===== src/shared/drc_pkg.sv =====
// Purpose: Constants for the device reset control block
// Assumes: pclk at 250 MHz, APB with 32-bit data
// Notes: Offsets 0x0, 0x1, 0x2 are register indexes; byte address is index times four
// ============================================================
// Package
package drc_pkg;
  // Register indexes as printed
  localparam logic [7:0] IDX_IFCFG0 = 8'h00;
  localparam logic [7:0] IDX_IFCFG1 = 8'h01;
  localparam logic [7:0] IDX_PWRDN = 8'h02;
  localparam logic [7:0] IDX_STATUS = 8'h03;
  localparam logic [7:0] IDX_HWRST = 8'h04;
  // Field positions
  localparam int SOFT_RESET_BIT = 7;
  localparam int ST_READY_BIT = 0;
  localparam int ST_POR_BIT = 1;
  localparam int ST_HW_BIT = 2;
  localparam int ST_SW_BIT = 3;
  // Reset values
  localparam logic [7:0] IFCFG0_RST = 8'h00;
  localparam logic [7:0] IFCFG1_RST = 8'h00;
  localparam logic [7:0] PWRDN_RST = 8'hff;
  // Timing
  localparam int CLK_MHZ = 250;
  localparam int LONG_DELAY_US = 250;
  localparam int SOFT_DELAY_NS = 100;
  localparam int PIN_LOW_NS = 20;
  localparam int LONG_DELAY_CYC = LONG_DELAY_US * CLK_MHZ;
  localparam int SOFT_DELAY_CYC = (SOFT_DELAY_NS * CLK_MHZ + 999) / 1000;
  localparam int PIN_LOW_CYC = (PIN_LOW_NS * CLK_MHZ + 999) / 1000;
endpackage


===== src/verilog/drc_device_reset_control.sv =====
// Purpose: Reset sources, blocking delays and reset-affected registers
// Assumes: All inputs synchronous to pclk
// Notes: presetn models power-on reset; reset_pin_n is the hardware reset pin
// How it works
// Power-on reset loads every register default
// Block access 250 us after power-on
// Start in power-down mode at 0x02
// Host should hardware reset before enabling
// Host resets after core supply drops
// Reset pin low 20 ns starts reset
// Hardware reset: defaults, then 250 us block
// Writing soft-reset bit starts software reset
// Software reset spares registers 0x00, 0x01
// Block access 100 ns after software reset
// Soft-reset bit clears itself after reset
//
// The APB register port is this design's own decision.
`timescale 1ns/10ps
`default_nettype none
module drc_device_reset_control #(
  parameter int LONG_CYC = drc_pkg::LONG_DELAY_CYC
) (
  input wire logic pclk,
  input wire logic presetn,
  input wire logic clk_en,
  input wire logic reset_pin_n,
  input wire logic psel,
  input wire logic penable,
  input wire logic pwrite,
  input wire logic [11:0] paddr,
  input wire logic [31:0] pwdata,
  output logic [31:0] prdata,
  output logic pready,
  output logic pslverr,
  output logic comm_ready,
  output logic [7:0] power_down
);
  // ============================================================
  // State
  typedef enum {ST_BUSY_LONG, ST_BUSY_SHORT, ST_READY} drc_phase_type;
  drc_phase_type phase_ff, nxt_phase;
  logic [31:0] cnt_ff, nxt_cnt; // Blocking countdown
  logic [7:0] pin_cnt_ff, nxt_pin_cnt; // Reset pin low length
  logic [7:0] ifcfg0_ff, nxt_ifcfg0; // Spared by soft reset
  logic [7:0] ifcfg1_ff, nxt_ifcfg1; // Spared by soft reset
  logic [7:0] pwrdn_ff, nxt_pwrdn; // Power-down control
  logic [3:0] src_ff, nxt_src; // Last reset source flags
  logic [31:0] prdata_ff, nxt_prdata;
  logic pslverr_ff, nxt_pslverr;
  logic ready_ff, nxt_ready;
  logic pready_ff, nxt_pready;
  logic acc;
  logic hw_fire;
  logic [9:0] idx;

  assign acc = psel && penable && !pready_ff;
  assign idx = paddr[11:2];
  // Fires once the pin has been low the least time
  assign hw_fire = !reset_pin_n && (pin_cnt_ff == 8'(drc_pkg::PIN_LOW_CYC - 1));

  // ============================================================
  // Next-state logic
  always_comb begin
    nxt_phase = phase_ff;
    nxt_cnt = cnt_ff;
    nxt_ifcfg0 = ifcfg0_ff;
    nxt_ifcfg1 = ifcfg1_ff;
    nxt_pwrdn = pwrdn_ff;
    nxt_src = src_ff;
    nxt_prdata = 32'h0;
    nxt_pslverr = 1'b0;
    nxt_pready = 1'b0;
    // Count pin low time, saturating just past the threshold
    if (reset_pin_n) begin
      nxt_pin_cnt = 8'h00;
    end else if (pin_cnt_ff < 8'(drc_pkg::PIN_LOW_CYC)) begin
      nxt_pin_cnt = pin_cnt_ff + 8'h01;
    end else begin
      nxt_pin_cnt = pin_cnt_ff;
    end
    // Countdown of the blocking window
    case (phase_ff)
      ST_BUSY_LONG, ST_BUSY_SHORT: begin
        if (cnt_ff <= 32'h1) begin
          nxt_phase = ST_READY;
        end
        nxt_cnt = cnt_ff - 32'h1;
      end
      ST_READY: nxt_cnt = 32'h0;
      default: nxt_phase = ST_READY;
    endcase
    // Bus access; refused with an error while blocked
    if (acc) begin
      nxt_pready = 1'b1;
      if (phase_ff != ST_READY) begin
        nxt_pslverr = 1'b1;
      end else if (pwrite) begin
        case (idx)
          10'(drc_pkg::IDX_IFCFG0): begin
            if (pwdata[drc_pkg::SOFT_RESET_BIT]) begin
              // Soft reset: spare 0x00/0x01, default the rest
              nxt_pwrdn = drc_pkg::PWRDN_RST;
              nxt_src = 4'h0;
              nxt_src[drc_pkg::ST_SW_BIT] = 1'b1;
              nxt_phase = ST_BUSY_SHORT;
              nxt_cnt = 32'(drc_pkg::SOFT_DELAY_CYC);
              // Request bit is never stored, so it reads back zero
              nxt_ifcfg0 = pwdata[7:0] & ~(8'h01 << drc_pkg::SOFT_RESET_BIT);
            end else begin
              nxt_ifcfg0 = pwdata[7:0];
            end
          end
          10'(drc_pkg::IDX_IFCFG1): nxt_ifcfg1 = pwdata[7:0];
          10'(drc_pkg::IDX_PWRDN): nxt_pwrdn = pwdata[7:0];
          10'(drc_pkg::IDX_STATUS): nxt_pslverr = 1'b0; // Read only, write ignored
          default: nxt_pslverr = 1'b1;
        endcase
      end else begin
        case (idx)
          10'(drc_pkg::IDX_IFCFG0): nxt_prdata = {24'h0, ifcfg0_ff};
          10'(drc_pkg::IDX_IFCFG1): nxt_prdata = {24'h0, ifcfg1_ff};
          10'(drc_pkg::IDX_PWRDN): nxt_prdata = {24'h0, pwrdn_ff};
          // Status: bit 0 ready, bits 3:1 the source of the last reset
          // Source flag 0 is never set, so it is left out to keep power-on at bit 1
          10'(drc_pkg::IDX_STATUS): nxt_prdata = {28'h0, src_ff[3:1], phase_ff == ST_READY};
          default: nxt_pslverr = 1'b1;
        endcase
      end
    end
    // Hardware reset overrides bus and soft reset: ifcfg0_ff, ifcfg1_ff and pwrdn_ff back to default
    if (hw_fire) begin
      nxt_ifcfg0 = drc_pkg::IFCFG0_RST;
      nxt_ifcfg1 = drc_pkg::IFCFG1_RST;
      nxt_pwrdn = drc_pkg::PWRDN_RST;
      nxt_src = 4'h0;
      nxt_src[drc_pkg::ST_HW_BIT] = 1'b1;
      nxt_phase = ST_BUSY_LONG;
      nxt_cnt = 32'(LONG_CYC);
    end
    nxt_ready = (nxt_phase == ST_READY);
  end

  // ============================================================
  // Registers; presetn is the power-on reset
  always_ff @(posedge pclk or negedge presetn) begin
    if (!presetn) begin
      phase_ff <= ST_BUSY_LONG;
      // Same length as the pin reset, so a shortened build shortens both
      cnt_ff <= 32'(LONG_CYC);
      pin_cnt_ff <= 8'h00;
      ifcfg0_ff <= drc_pkg::IFCFG0_RST;
      ifcfg1_ff <= drc_pkg::IFCFG1_RST;
      pwrdn_ff <= drc_pkg::PWRDN_RST;
      src_ff <= 4'h2;
      prdata_ff <= 32'h0;
      pslverr_ff <= 1'b0;
      pready_ff <= 1'b0;
      ready_ff <= 1'b0;
    end else if (clk_en) begin
      phase_ff <= nxt_phase;
      cnt_ff <= nxt_cnt;
      pin_cnt_ff <= nxt_pin_cnt;
      ifcfg0_ff <= nxt_ifcfg0;
      ifcfg1_ff <= nxt_ifcfg1;
      pwrdn_ff <= nxt_pwrdn;
      src_ff <= nxt_src;
      prdata_ff <= nxt_prdata;
      pslverr_ff <= nxt_pslverr;
      pready_ff <= nxt_pready;
      ready_ff <= nxt_ready;
    end
  end

  assign prdata = prdata_ff;
  assign pready = pready_ff;
  assign pslverr = pslverr_ff;
  assign comm_ready = ready_ff;
  assign power_down = pwrdn_ff;

  // ============================================================
  // Checks
  // Next-cycle (|=>) antecedents carry clk_en: a frozen cycle must not count as a step
  a_hw_defaults: assert property (@(posedge pclk) disable iff (!presetn)
    clk_en && hw_fire |=> pwrdn_ff == drc_pkg::PWRDN_RST && !comm_ready
    && ifcfg0_ff == drc_pkg::IFCFG0_RST && ifcfg1_ff == drc_pkg::IFCFG1_RST)
    else $error("hardware reset did not default registers");
  // Power-on defaults must hold for the whole blocked window
  a_por_regs: assert property (@(posedge pclk) disable iff (!presetn)
    phase_ff == ST_BUSY_LONG && src_ff[drc_pkg::ST_POR_BIT]
    |-> ifcfg0_ff == drc_pkg::IFCFG0_RST && ifcfg1_ff == drc_pkg::IFCFG1_RST)
    else $error("registers not at default after power-on");
  // A request write while open must start the short blocked window
  a_sw_start: assert property (@(posedge pclk) disable iff (!presetn)
    clk_en && acc && pwrite && phase_ff == ST_READY && !hw_fire
    && idx == 10'(drc_pkg::IDX_IFCFG0) && pwdata[drc_pkg::SOFT_RESET_BIT]
    |=> phase_ff == ST_BUSY_SHORT && !comm_ready)
    else $error("soft reset request ignored");
  // A refused write must leave pwrdn_ff and ifcfg1_ff untouched
  a_busy_drop: assert property (@(posedge pclk) disable iff (!presetn)
    clk_en && acc && pwrite && phase_ff != ST_READY && !hw_fire
    |=> pwrdn_ff == $past(pwrdn_ff) && ifcfg1_ff == $past(ifcfg1_ff))
    else $error("write landed while blocked");
  a_pin_short: assert property (@(posedge pclk) disable iff (!presetn)
    clk_en && $rose(reset_pin_n) && pin_cnt_ff < 8'(drc_pkg::PIN_LOW_CYC) && comm_ready
    |=> comm_ready)
    else $error("short reset pin pulse caused reset");
  a_soft_spare: assert property (@(posedge pclk) disable iff (!presetn)
    clk_en && !hw_fire && nxt_phase == ST_BUSY_SHORT && phase_ff == ST_READY && presetn
    |=> ifcfg1_ff == $past(ifcfg1_ff) && pwrdn_ff == drc_pkg::PWRDN_RST)
    else $error("soft reset touched spared register");
  a_soft_clear: assert property (@(posedge pclk) disable iff (!presetn)
    !ifcfg0_ff[drc_pkg::SOFT_RESET_BIT])
    else $error("soft reset bit stuck");
  a_soft_block: assert property (@(posedge pclk) disable iff (!presetn)
    phase_ff == ST_BUSY_SHORT |-> !comm_ready)
    else $error("ready while soft reset delay runs");
  a_busy_err: assert property (@(posedge pclk) disable iff (!presetn)
    clk_en && acc && phase_ff != ST_READY |=> pready && pslverr)
    else $error("access not refused while blocked");
  a_apb_pulse: assert property (@(posedge pclk) disable iff (!presetn)
    clk_en && pready |=> !pready)
    else $error("pready held more than one cycle");
  a_pd_start: assert property (@(posedge pclk) disable iff (!presetn)
    phase_ff == ST_BUSY_LONG && src_ff[drc_pkg::ST_POR_BIT] |-> pwrdn_ff == drc_pkg::PWRDN_RST)
    else $error("not in power-down after power-on");
endmodule // drc_device_reset_control
`default_nettype wire


===== config.mk =====
export PLATFORM = sky130hd
export DESIGN_NAME = drc_device_reset_control
export DESIGN_NICKNAME = d
export VERILOG_FILES = /design/src/shared/drc_pkg.sv /design/src/verilog/drc_device_reset_control.sv
export SDC_FILE = /design/constraint.sdc
export NUM_CORES = 1
export LEC_CHECK = 0
export ABC_AREA = 1
export BUFFER_PORTS_ARGS = -buffer_cell sky130_fd_sc_hd__clkbuf_2
export CAP_MARGIN = 25
export CORE_ASPECT_RATIO = 1.2
export CORE_MARGIN = 1
export CORE_UTILIZATION = 50
export DETAILED_ROUTE_END_ITERATION = 8
export PLACE_DENSITY = 0.8
export SYNTH_ARGS = -nofsm -noshare
export SYNTH_HDL_FRONTEND = slang
export SYNTH_SLANG_ARGS = --single-unit

===== constraint.sdc =====
create_clock -name pclk -period 4.9 [get_ports pclk]
set_input_delay 0.98 -clock pclk [delete_from_list [all_inputs] [get_ports pclk]]
set_output_delay 0.98 -clock pclk [all_outputs]
set_load 0.02 [all_outputs]

---- Yosys cells after proc, flatten, opt, wreduce, memory -nomap -nowiden ----
Index checks and enable logic that the tools add are counted.
operators by class
  add/subtract/negate cells ............... 2
  magnitude comparators ................... 2
  eq/ne operators ......................... 11
  multiplexer cells ....................... 47
  reduce and logical (&&, ||, !) cells .... 21
operators with widths
  operator                                                                            number
  32-bit two-way mux                                                                  13
  8-bit two-way mux                                                                   20
  32-bit case mux with 2 select lines                                                 2
  32-bit by 3-bit == test with 1-bit output (second input constant)                   2
  32-bit by 1-bit == test with 1-bit output (second input constant)                   1
  32-bit by 2-bit == test with 1-bit output (second input constant)                   1
  32-bit by 1-bit less-or-equal comparator with 1-bit output (second input constant)  1
  32-bit zero test                                                                    1
  32-bit by 3-bit != test with 1-bit output (second input constant)                   1
  8-bit case mux with 4 select lines                                                  1
  32-bit by 1-bit subtractor with 32-bit output (second input constant)               1
  4-bit two-way mux                                                                   6
  10-bit by 2-bit == test with 1-bit output (second input constant)                   2
  8-bit case mux with 2 select lines                                                  1
  6-bit AND reduction                                                                 2
  2-bit nonzero test                                                                  6
  10-bit by 1-bit == test with 1-bit output (second input constant)                   1
  10-bit zero test                                                                    1
  5-bit AND reduction                                                                 2
  8-bit by 1-bit adder with 8-bit output (second input constant)                      1
  8-bit by 3-bit == test with 1-bit output (second input constant)                    1
  8-bit by 3-bit < comparator with 1-bit output (second input constant)               1
  1-bit two-way mux                                                                   4
  4-bit OR reduction                                                                  1
  7 further kinds                                                                     10
word-level totals
  register bits ........................... 135
  input bits .............................. 51
  output and inout bits ................... 43
  word-level logic and storage cells ...... 94

---- Longest topological paths before layout ----
Gate-level depths: netlist (run 1).
  depth in word-level cells ............... 10
  mapped depth ............................ 12
  mapped depth without buffers ............ 12

---- Least setup slack after synthesis (run 1) ----
OpenSTA, ideal clock, no wires.
  path kind ............................... input-to-reg
  start ................................... input paddr[9]
  end ..................................... register cnt_ff[23]
  library setup time ...................... 120 ps
  data arrival time ....................... 2,091 ps
  required time ........................... 4,780 ps
  setup slack ............................. 2,689 ps
  stages .................................. 11
  buffers on the path ..................... 2
  cells stage by stage .................... nor2_2 > nand2_2 > nor2_8 > nand2_4 > nor2_4 > nand3_2 > and2_4 > buf_6 > buf_12 > nand3_2 > o21ai_2
between the ends
  longest elaborated chain between the ends .. 6
RTL lines
  item                  line                             text
  from (decl)           drc_device_reset_control.sv:30   input wire logic [11:0] paddr,
  10-bit zero test      drc_device_reset_control.sv:98   case (idx)
  32-bit two-way mux    drc_device_reset_control.sv:98
  32-bit two-way mux    drc_device_reset_control.sv:97   end else if (pwrite) begin
  32-bit two-way mux    drc_device_reset_control.sv:95   if (phase_ff != ST_READY) begin
  32-bit two-way mux    drc_device_reset_control.sv:93   if (acc) begin
  32-bit two-way mux    drc_device_reset_control.sv:131  if (hw_fire) begin
  to (signal assigned)  drc_device_reset_control.sv:149  cnt_ff <= 32'(LONG_CYC);
  to (signal assigned)  drc_device_reset_control.sv:161  cnt_ff <= nxt_cnt;
  to (decl)             drc_device_reset_control.sv:42   logic [31:0] cnt_ff, nxt_cnt;
Every way passes these cells.
A chain may end at the register's enable or synchronous reset.

---- Worst setup path after layout (run 1) ----
  start ................................... input reset_pin_n
  end ..................................... register cnt_ff[8]
between the ends
  longest elaborated chain between the ends .. 3
RTL lines
  item                line                             text
  from (decl)         drc_device_reset_control.sv:26   input wire logic reset_pin_n,
  1-bit zero test     drc_device_reset_control.sv:59   assign hw_fire = !reset_pin_n && (pin_cnt_ff == 8'(drc_pkg::PIN_LOW_CYC - 1));
  1-bit logical AND   drc_device_reset_control.sv:59
  32-bit two-way mux  drc_device_reset_control.sv:131
Every way passes these cells.

==> parameters.txt, run 1 <==
Parameter                              Value

Outcome
  Result of the run    finished clean

CTS
  Number of CTS-inserted buffers    9
  Post-CTS Resized    0
  Count of hold-fix buffers inserted at cts    0
  Clk sink count    approximately 110
  H-tree depth reported by CTS    3
  Maximum number of buffers from clock root to sink    2
  Clock tree from TritonCTS    yes
  Clock Latency Late Sink    between 0.3 and 0.4 ns
  Reg clk slew, reported paths    0.07 ns
  Post CTS Setup Buffer Count    0
  Cell at the root of the clock tree    clkbuf_16

Floorplan
  Die boundary width    approximately 100 um
  CORE AREA    about 0.012 sq mm
  Number of standard-cell rows in the floorplan    44
  Die H    125 um
  Io pins    94
  Total Die Area    0.0131 sq mm
  Starting Density    0.518

Synthesis
  Yosys warning count    0
  Distinct cell type count of the synthesized netlist    39
  Area share of the largest cell type after synthesis    0.368
  Yosys top cell by area    dfrtp_1
  Synth top area cells    dfrtp_1, nand2_1, nor2_1
  Post-synthesis cell count    roughly 860
  Synthesized area divided by synthesized cell count    around 7.4 sq um
  Synthesized area    about 0.0063 sq mm
  Post-synthesis sequential area ratio    0.434
  Flops & latches, synth    ~110

Route
  Wire length on met1    approximately 5700 um
  First-pass iteration count of the detailed router    5
  Routed WL    about 13000 um
  Met2 WL    ~6500 um
  Top routing layer used    met4
  Remaining DRCs    0
  Length of routed met3 wiring    ~610 um
  Routed wirelength normalized by instance count    around 12 um
  Ratio of routed vias to standard cells    ~5
  Vias after detailed routing    5338
  Final ANT Viol Nets    0
  First-iteration detailed-routing DRC count    about 440

Timing
  Slew at the pin with the worst max-slew slack    around 1 ns
  Count of endpoints failing hold in the final timing report    0
  RSZ-0062 raised after global routing    no
  Setup TNS    0 ns
  Number of pins with negative max-slew slack in the final report    0
  Time the final worst path needs with I/O delays and setup    approximately 2.4 ns
  Final clock skew    between 0.01 and 0.015 ns
  Final hold slack    about 0.46 ns
  Highest clock frequency the design can meet    approximately 410 MHz
  Final setup fails    0
  Worst-case headroom to the max-slew limit    0.323
  Ratio of final minimum period to clock period    0.499

Run
  MaxCap Viol Count    0

Critical path
  Endpoint of the lowest-slack register-to-register path    cnt_ff[8]
  Arrival time reported for the critical path endpoint    ~2.7 ns
  Depth of the most critical reg-to-reg path    10
  Element type at the critical path end    flip-flop
  Maximum fanout along the worst path    23
  Start-to-end type of the worst setup path    in2reg
  Critical path startpoint category    primary input
  Critical Path Source    reset_pin_n
  Worst R2R Start    pin_cnt_ff[0]
  Worst EP required    between 5 and 6 ns
  Capturing instance or port of the critical path    cnt_ff[8]
  Setup slack, reg-to-reg    around 2.6 ns

Placement
  Cell count after placement    between 1000 and 1500
  DPL Wire Length    9270 um
  Number of buffers added on ports    43
  Gp weighted congestion    around 0.88

Finish
  Area growth from synthesis to final layout    7.71%
  Final standard cell utilization of the core    0.558
  Number of inserted diodes    0
  Final-layout fill cell count    about 1200
  NumNets Final    roughly 940
  Fraction of layout cells with a size suffix above 1    0.157
  Count of non-filler cells in the finished layout    roughly 1100

GRT
  Total gr overflow    0
  Largest net degree at the start of global routing    76
  Overall global routing resource usage    0.212
  Initial antenna violation count    0
  Wire length of the first global-routing pass    ~23000 um
  Via count of the first global-routing pass    ~5000

Power and ir drop
  Power density cells    ~370 mW/mm^2
  Internal power summed over all cells    between 1500 and 2000 uW
  Switching share of total power    0.353
  Power share of the sequential group    0.444
  Peak supply drop    0.168 mV
  Switching Power    about 900 uW
  Combinational share of power    0.263
  Static Leak    around 0.0036 uW
  Clk pwr share    0.293

Min path
  Min-delay worst type    reg2reg
  Hold wc startpoint    src_ff[1]
cells in the final DEF, fill, tap and decap left out, drive strengths merged, types with 10 or more instances in the layout:
master / netlist / layout
clkbuf: 9 / 51
conb: 1 / 24
dfrtp: 93 / 93
dfstp: 16 / 16
inv: 102 / 104
nand2: 256 / 256
nand3: 95 / 95
nand3b: 10 / 10
nand4: 13 / 13
nor2: 131 / 131
o21ai: 55 / 55
cell usage after synthesis (all sizes together):
library cell	number
nand3b	10
nor2	131
a22oi	1
nand2	256
conb	1
o22ai	1
and2	1
o211ai	1
and3	1
dfrtp	93
xor2	5
o21ai	55
nand3	95
dlymetal6s2s	1
nor3	6
ha	4
clkbuf	9
inv	102
nand4	13
or2	7
buf	39
a21oi	7
dfstp	16
layer usage:
metal  GRT usage  vias to the layer above
met5           0                        -
met4      0.0779                        0
met3      0.0292                       22
met2       0.364                      134
met1       0.273                     2490
li1            -                     2692
critical path, cell delays in order:
cell and delay [ns]:
clkbuf_2 0.10, inv_1 0.09, nand4_2 0.10, inv_2 0.04
nand2_2 0.34, nand2_1 0.09, inv_1 0.30, and2_4 0.44
nand2_1 0.08, o21ai_0 0.14
cells by family (layout without fill, tap and decap cells):
| group | count (synthesis) | after routing | share of synthesized area |
|---|---|---|---|
| AO/OA/AOI/OAI | 65 | 65 | 0.0607 |
| XOR/XNOR | 5 | 5 | 0.00692 |
| adder cells (fa/ha/maj) | 4 | 4 | 0.00791 |
| buffers and inverters | 151 | 166 | 0.118 |
| flip-flops | 109 | 109 | 0.434 |
| other | 1 | 24 | 0.000593 |
| AND/OR/NAND/NOR | 520 | 520 | 0.371 |
per-stage QoR:
stage	worst slack [ns]	total power, uW	cell area, sq um
finish	2.46	2540	6820
global route	2.25	2700	6820
CTS	2.47	2550	6820
detailed placement	2.08	1800	6510
global placement	2.13	1780	6510
floorplan	2.69	1660	6410
registers in the layout, summed over array words and instances, names as in the netlist, 3 cells and up:
register	flops
ifcfg1_ff	8
phase_ff	32
ifcfg0_ff	7
prdata	8
cnt_ff	32
pin_cnt_ff	8
src_ff	3
power_down	8
power by group through the flow:
stage / sequential (uW) / combinational, uW / clock [uW]
CTS: 1120 / 667 / 757
detailed placement: 1140 / 662 / 0
finish: 1120 / 668 / 743
global route: 1140 / 769 / 793
floorplan: 1110 / 550 / 0
global placement: 1130 / 647 / 0
layout make-up:
type                       count  area [sq um]  area share
clock inverter                 7          83.8      0.0123
multi-input combinational    618          2920       0.428
tap                          161           201      0.0296
inverter                     102           383      0.0562
sequential                   109          2750       0.403
clock buffer                   9           225      0.0330
timing repair buffer          48           255      0.0375
how the worst min path moves through the flow:
stage | end | slack (ns) | cells past startpoint
6_report | src_ff[1] | 0.46 | 2
5_1_grt | power_down[1] | 0.49 | 2
4_1_cts | src_ff[1] | 0.46 | 2
3_3_place_gp | src_ff[1] | 0.44 | 2
2_1_floorplan | src_ff[1] | 0.43 | 2
3_5_place_dp | src_ff[1] | 0.44 | 2
Power figures use the tool's default switching activity.
==> run 2, diff against run 1 <==
==> constraint.sdc (replaced) <==
create_clock -name pclk -period 2.4 [get_ports pclk]
set_input_delay 0.48 -clock pclk [delete_from_list [all_inputs] [get_ports pclk]]
set_output_delay 0.48 -clock pclk [all_outputs]
set_load 0.02 [all_outputs]
==> parameters.txt, run 2 (synthesis gave the netlist of run 1 again) <==
Parameter                              Value

Outcome
  Result of the run    finished clean

Route
  Routed wirelength normalized by instance count    12.3 um
  Length of routed met3 wiring    a little over 400 um
  Met2 WL    around 6500 um
  Vias after detailed routing    5316
  Ratio of routed vias to standard cells    roughly 5.0
  Top routing layer used    met4
  First-iteration detailed-routing DRC count    318
  Routed WL    approximately 13000 um
  Final ANT Viol Nets    0
  First-pass iteration count of the detailed router    4
  Wire length on met1    approximately 5900 um
  Remaining DRCs    0

Power and ir drop
  Peak supply drop    0.376 mV
  Static Leak    around 0.0036 uW
  Power density cells    744 mW/mm^2

Finish
  Number of inserted diodes    0
  Combined area of the multi-input logic cells    0.00292 sq mm
  Leading registers by flop count    cnt_ff x32, phase_ff x32
  Most common library cell in the layout ignoring fill and taps    nand2_1
  Area of all sequential standard cells    between 0.002 and 0.003 sq mm
  Count of non-filler cells in the finished layout    1061
  Commonest non-fill, non-tap cells in the layout    nand2_1, nor2_1, inv_1
  NumNets Final    950
  Final-layout fill cell count    around 1200
  Final design area excluding fillers    just under 0.007 sq mm
  Fraction of layout cells with a size suffix above 1    0.163
  Area growth from synthesis to final layout    8.31%

Min path
  Min-delay worst type    in2async

CTS
  H-tree depth reported by CTS    3
  Maximum number of buffers from clock root to sink    2
  Cell at the root of the clock tree    clkbuf_16
  Clk sink count    between 100 and 150
  Clock Latency Late Sink    between 0.3 and 0.4 ns
  Post-CTS Resized    0
  Reg clk slew, reported paths    0.07 ns
  Count of hold-fix buffers inserted at cts    0
  Number of CTS-inserted buffers    9
  Post CTS Setup Buffer Count    0
  Clock tree from TritonCTS    yes

Run
  MaxCap Viol Count    0

Critical path
  Most prevalent standard cell on the critical path    nand2_1
  Depth of the most critical reg-to-reg path    10
  Arrival time reported for the critical path endpoint    2.39 ns
  Start-to-end type of the worst setup path    reg2reg
  Max stage delay cell, worst path    dfrtp_1
  Critical-path cell list    nor2_1 -> nand2_1 -> nor2_1 -> nand2_1 -> nor2_2 -> nand2_1 -> nand2_2 -> nand3_2 -> nand2_1 -> o21ai_2
  Maximum cell stage delay along the critical path    about 0.4 ns
  Maximum fanout along the worst path    14
  Element type at the critical path end    flip-flop
  Worst EP required    roughly 2.6 ns
  Endpoint of the lowest-slack register-to-register path    ifcfg0_ff[3]
  Worst R2R Start    phase_ff[20]
  Setup slack, reg-to-reg    0.25 ns
  Critical path startpoint category    flip-flop

Floorplan
  Starting Density    0.518
  Number of standard-cell rows in the floorplan    44
  Die boundary width    105 um
  Total Die Area    ~0.013 sq mm
  CORE AREA    0.0122 sq mm
  Die H    125 um
  Io pins    94

GRT
  Largest net degree at the start of global routing    between 100 and 150
  Total gr overflow    0
  Overall global routing resource usage    0.213
  Initial antenna violation count    0
  Wire length of the first global-routing pass    approximately 23000 um
  Via count of the first global-routing pass    a little under 5000

Timing
  Final hold slack    0.175 ns
  Ratio of final minimum period to clock period    0.897
  RSZ-0062 raised after global routing    no
  Final clock skew    roughly 0.0087 ns
  Highest clock frequency the design can meet    between 400 and 500 MHz
  Final setup fails    0
  Number of pins with negative max-slew slack in the final report    0
  Count of endpoints failing hold in the final timing report    0
  Time the final worst path needs with I/O delays and setup    2.15 ns
  Worst-case headroom to the max-slew limit    0.586
  Slew at the pin with the worst max-slew slack    roughly 0.62 ns
  Setup TNS    0 ns

Placement
  DPL Wire Length    a little over 9000 um
  Number of buffers added on ports    43
  Total placed instance area    between 0.006 and 0.007 sq mm
  Gp weighted congestion    ~0.87
  Cell count after placement    ~1000
run 2: how the worst max path moves through the flow:
stage / startpoint / slack, ns / depth (start not counted) / endpoint
after floorplan: pin_cnt_ff[0] / 0.66 / 10 / ifcfg0_ff[5]
after global placement: reset_pin_n / 0.30 / 9 / ifcfg0_ff[5]
after detailed placement: reset_pin_n / 0.26 / 9 / ifcfg0_ff[3]
final: phase_ff[20] / 0.25 / 10 / ifcfg0_ff[3]
after CTS: pin_cnt_ff[0] / 0.29 / 9 / ifcfg0_ff[3]
after global routing: cnt_ff[0] / 0.01 / 10 / cnt_ff[28]
run 2: final cells by class:
cell class | count | area share
Sequential cell | 109 | 0.401
Clock buffer | 9 | 0.0329
Clock inverter | 7 | 0.00822
Inverter | 102 | 0.0559
Timing Repair Buffer | 55 | 0.0467
Tap cell | 161 | 0.0294
Multi-Input combinational cell | 618 | 0.426
run 2: worst max-delay path, delay by kind of cell, from the launching register on:
kind	cells	cell delay, ns
flops	1	0.39
compound gates	1	0.07
simple gates	9	1.57
run 2: per-stage QoR:
stage / utilization / setup slack [ns] / power, uW
global placement: 0.538 / 0.296 / 3660
finish: 0.561 / 0.247 / 5100
global route: 0.561 / 0.0140 / 5440
detailed placement: 0.538 / 0.262 / 3690
CTS: 0.561 / 0.287 / 5120
floorplan: - / 0.663 / 3390
run 2: routing by layer:
layer | track usage | vias to the layer above
met3 | 0.0282 | 18
met5 | 0 | -
met1 | 0.281 | 2496
met2 | 0.362 | 95
met4 | 0.0737 | 0
li1 | - | 2707
run 2: report_power, final:
| part | switching (uW) | internal [uW] |
|---|---|---|
| Clock | 706 | 720 |
| Combinational | 899 | 481 |
| Sequential | 235 | 2060 |
| Total | 1840 | 3260 |
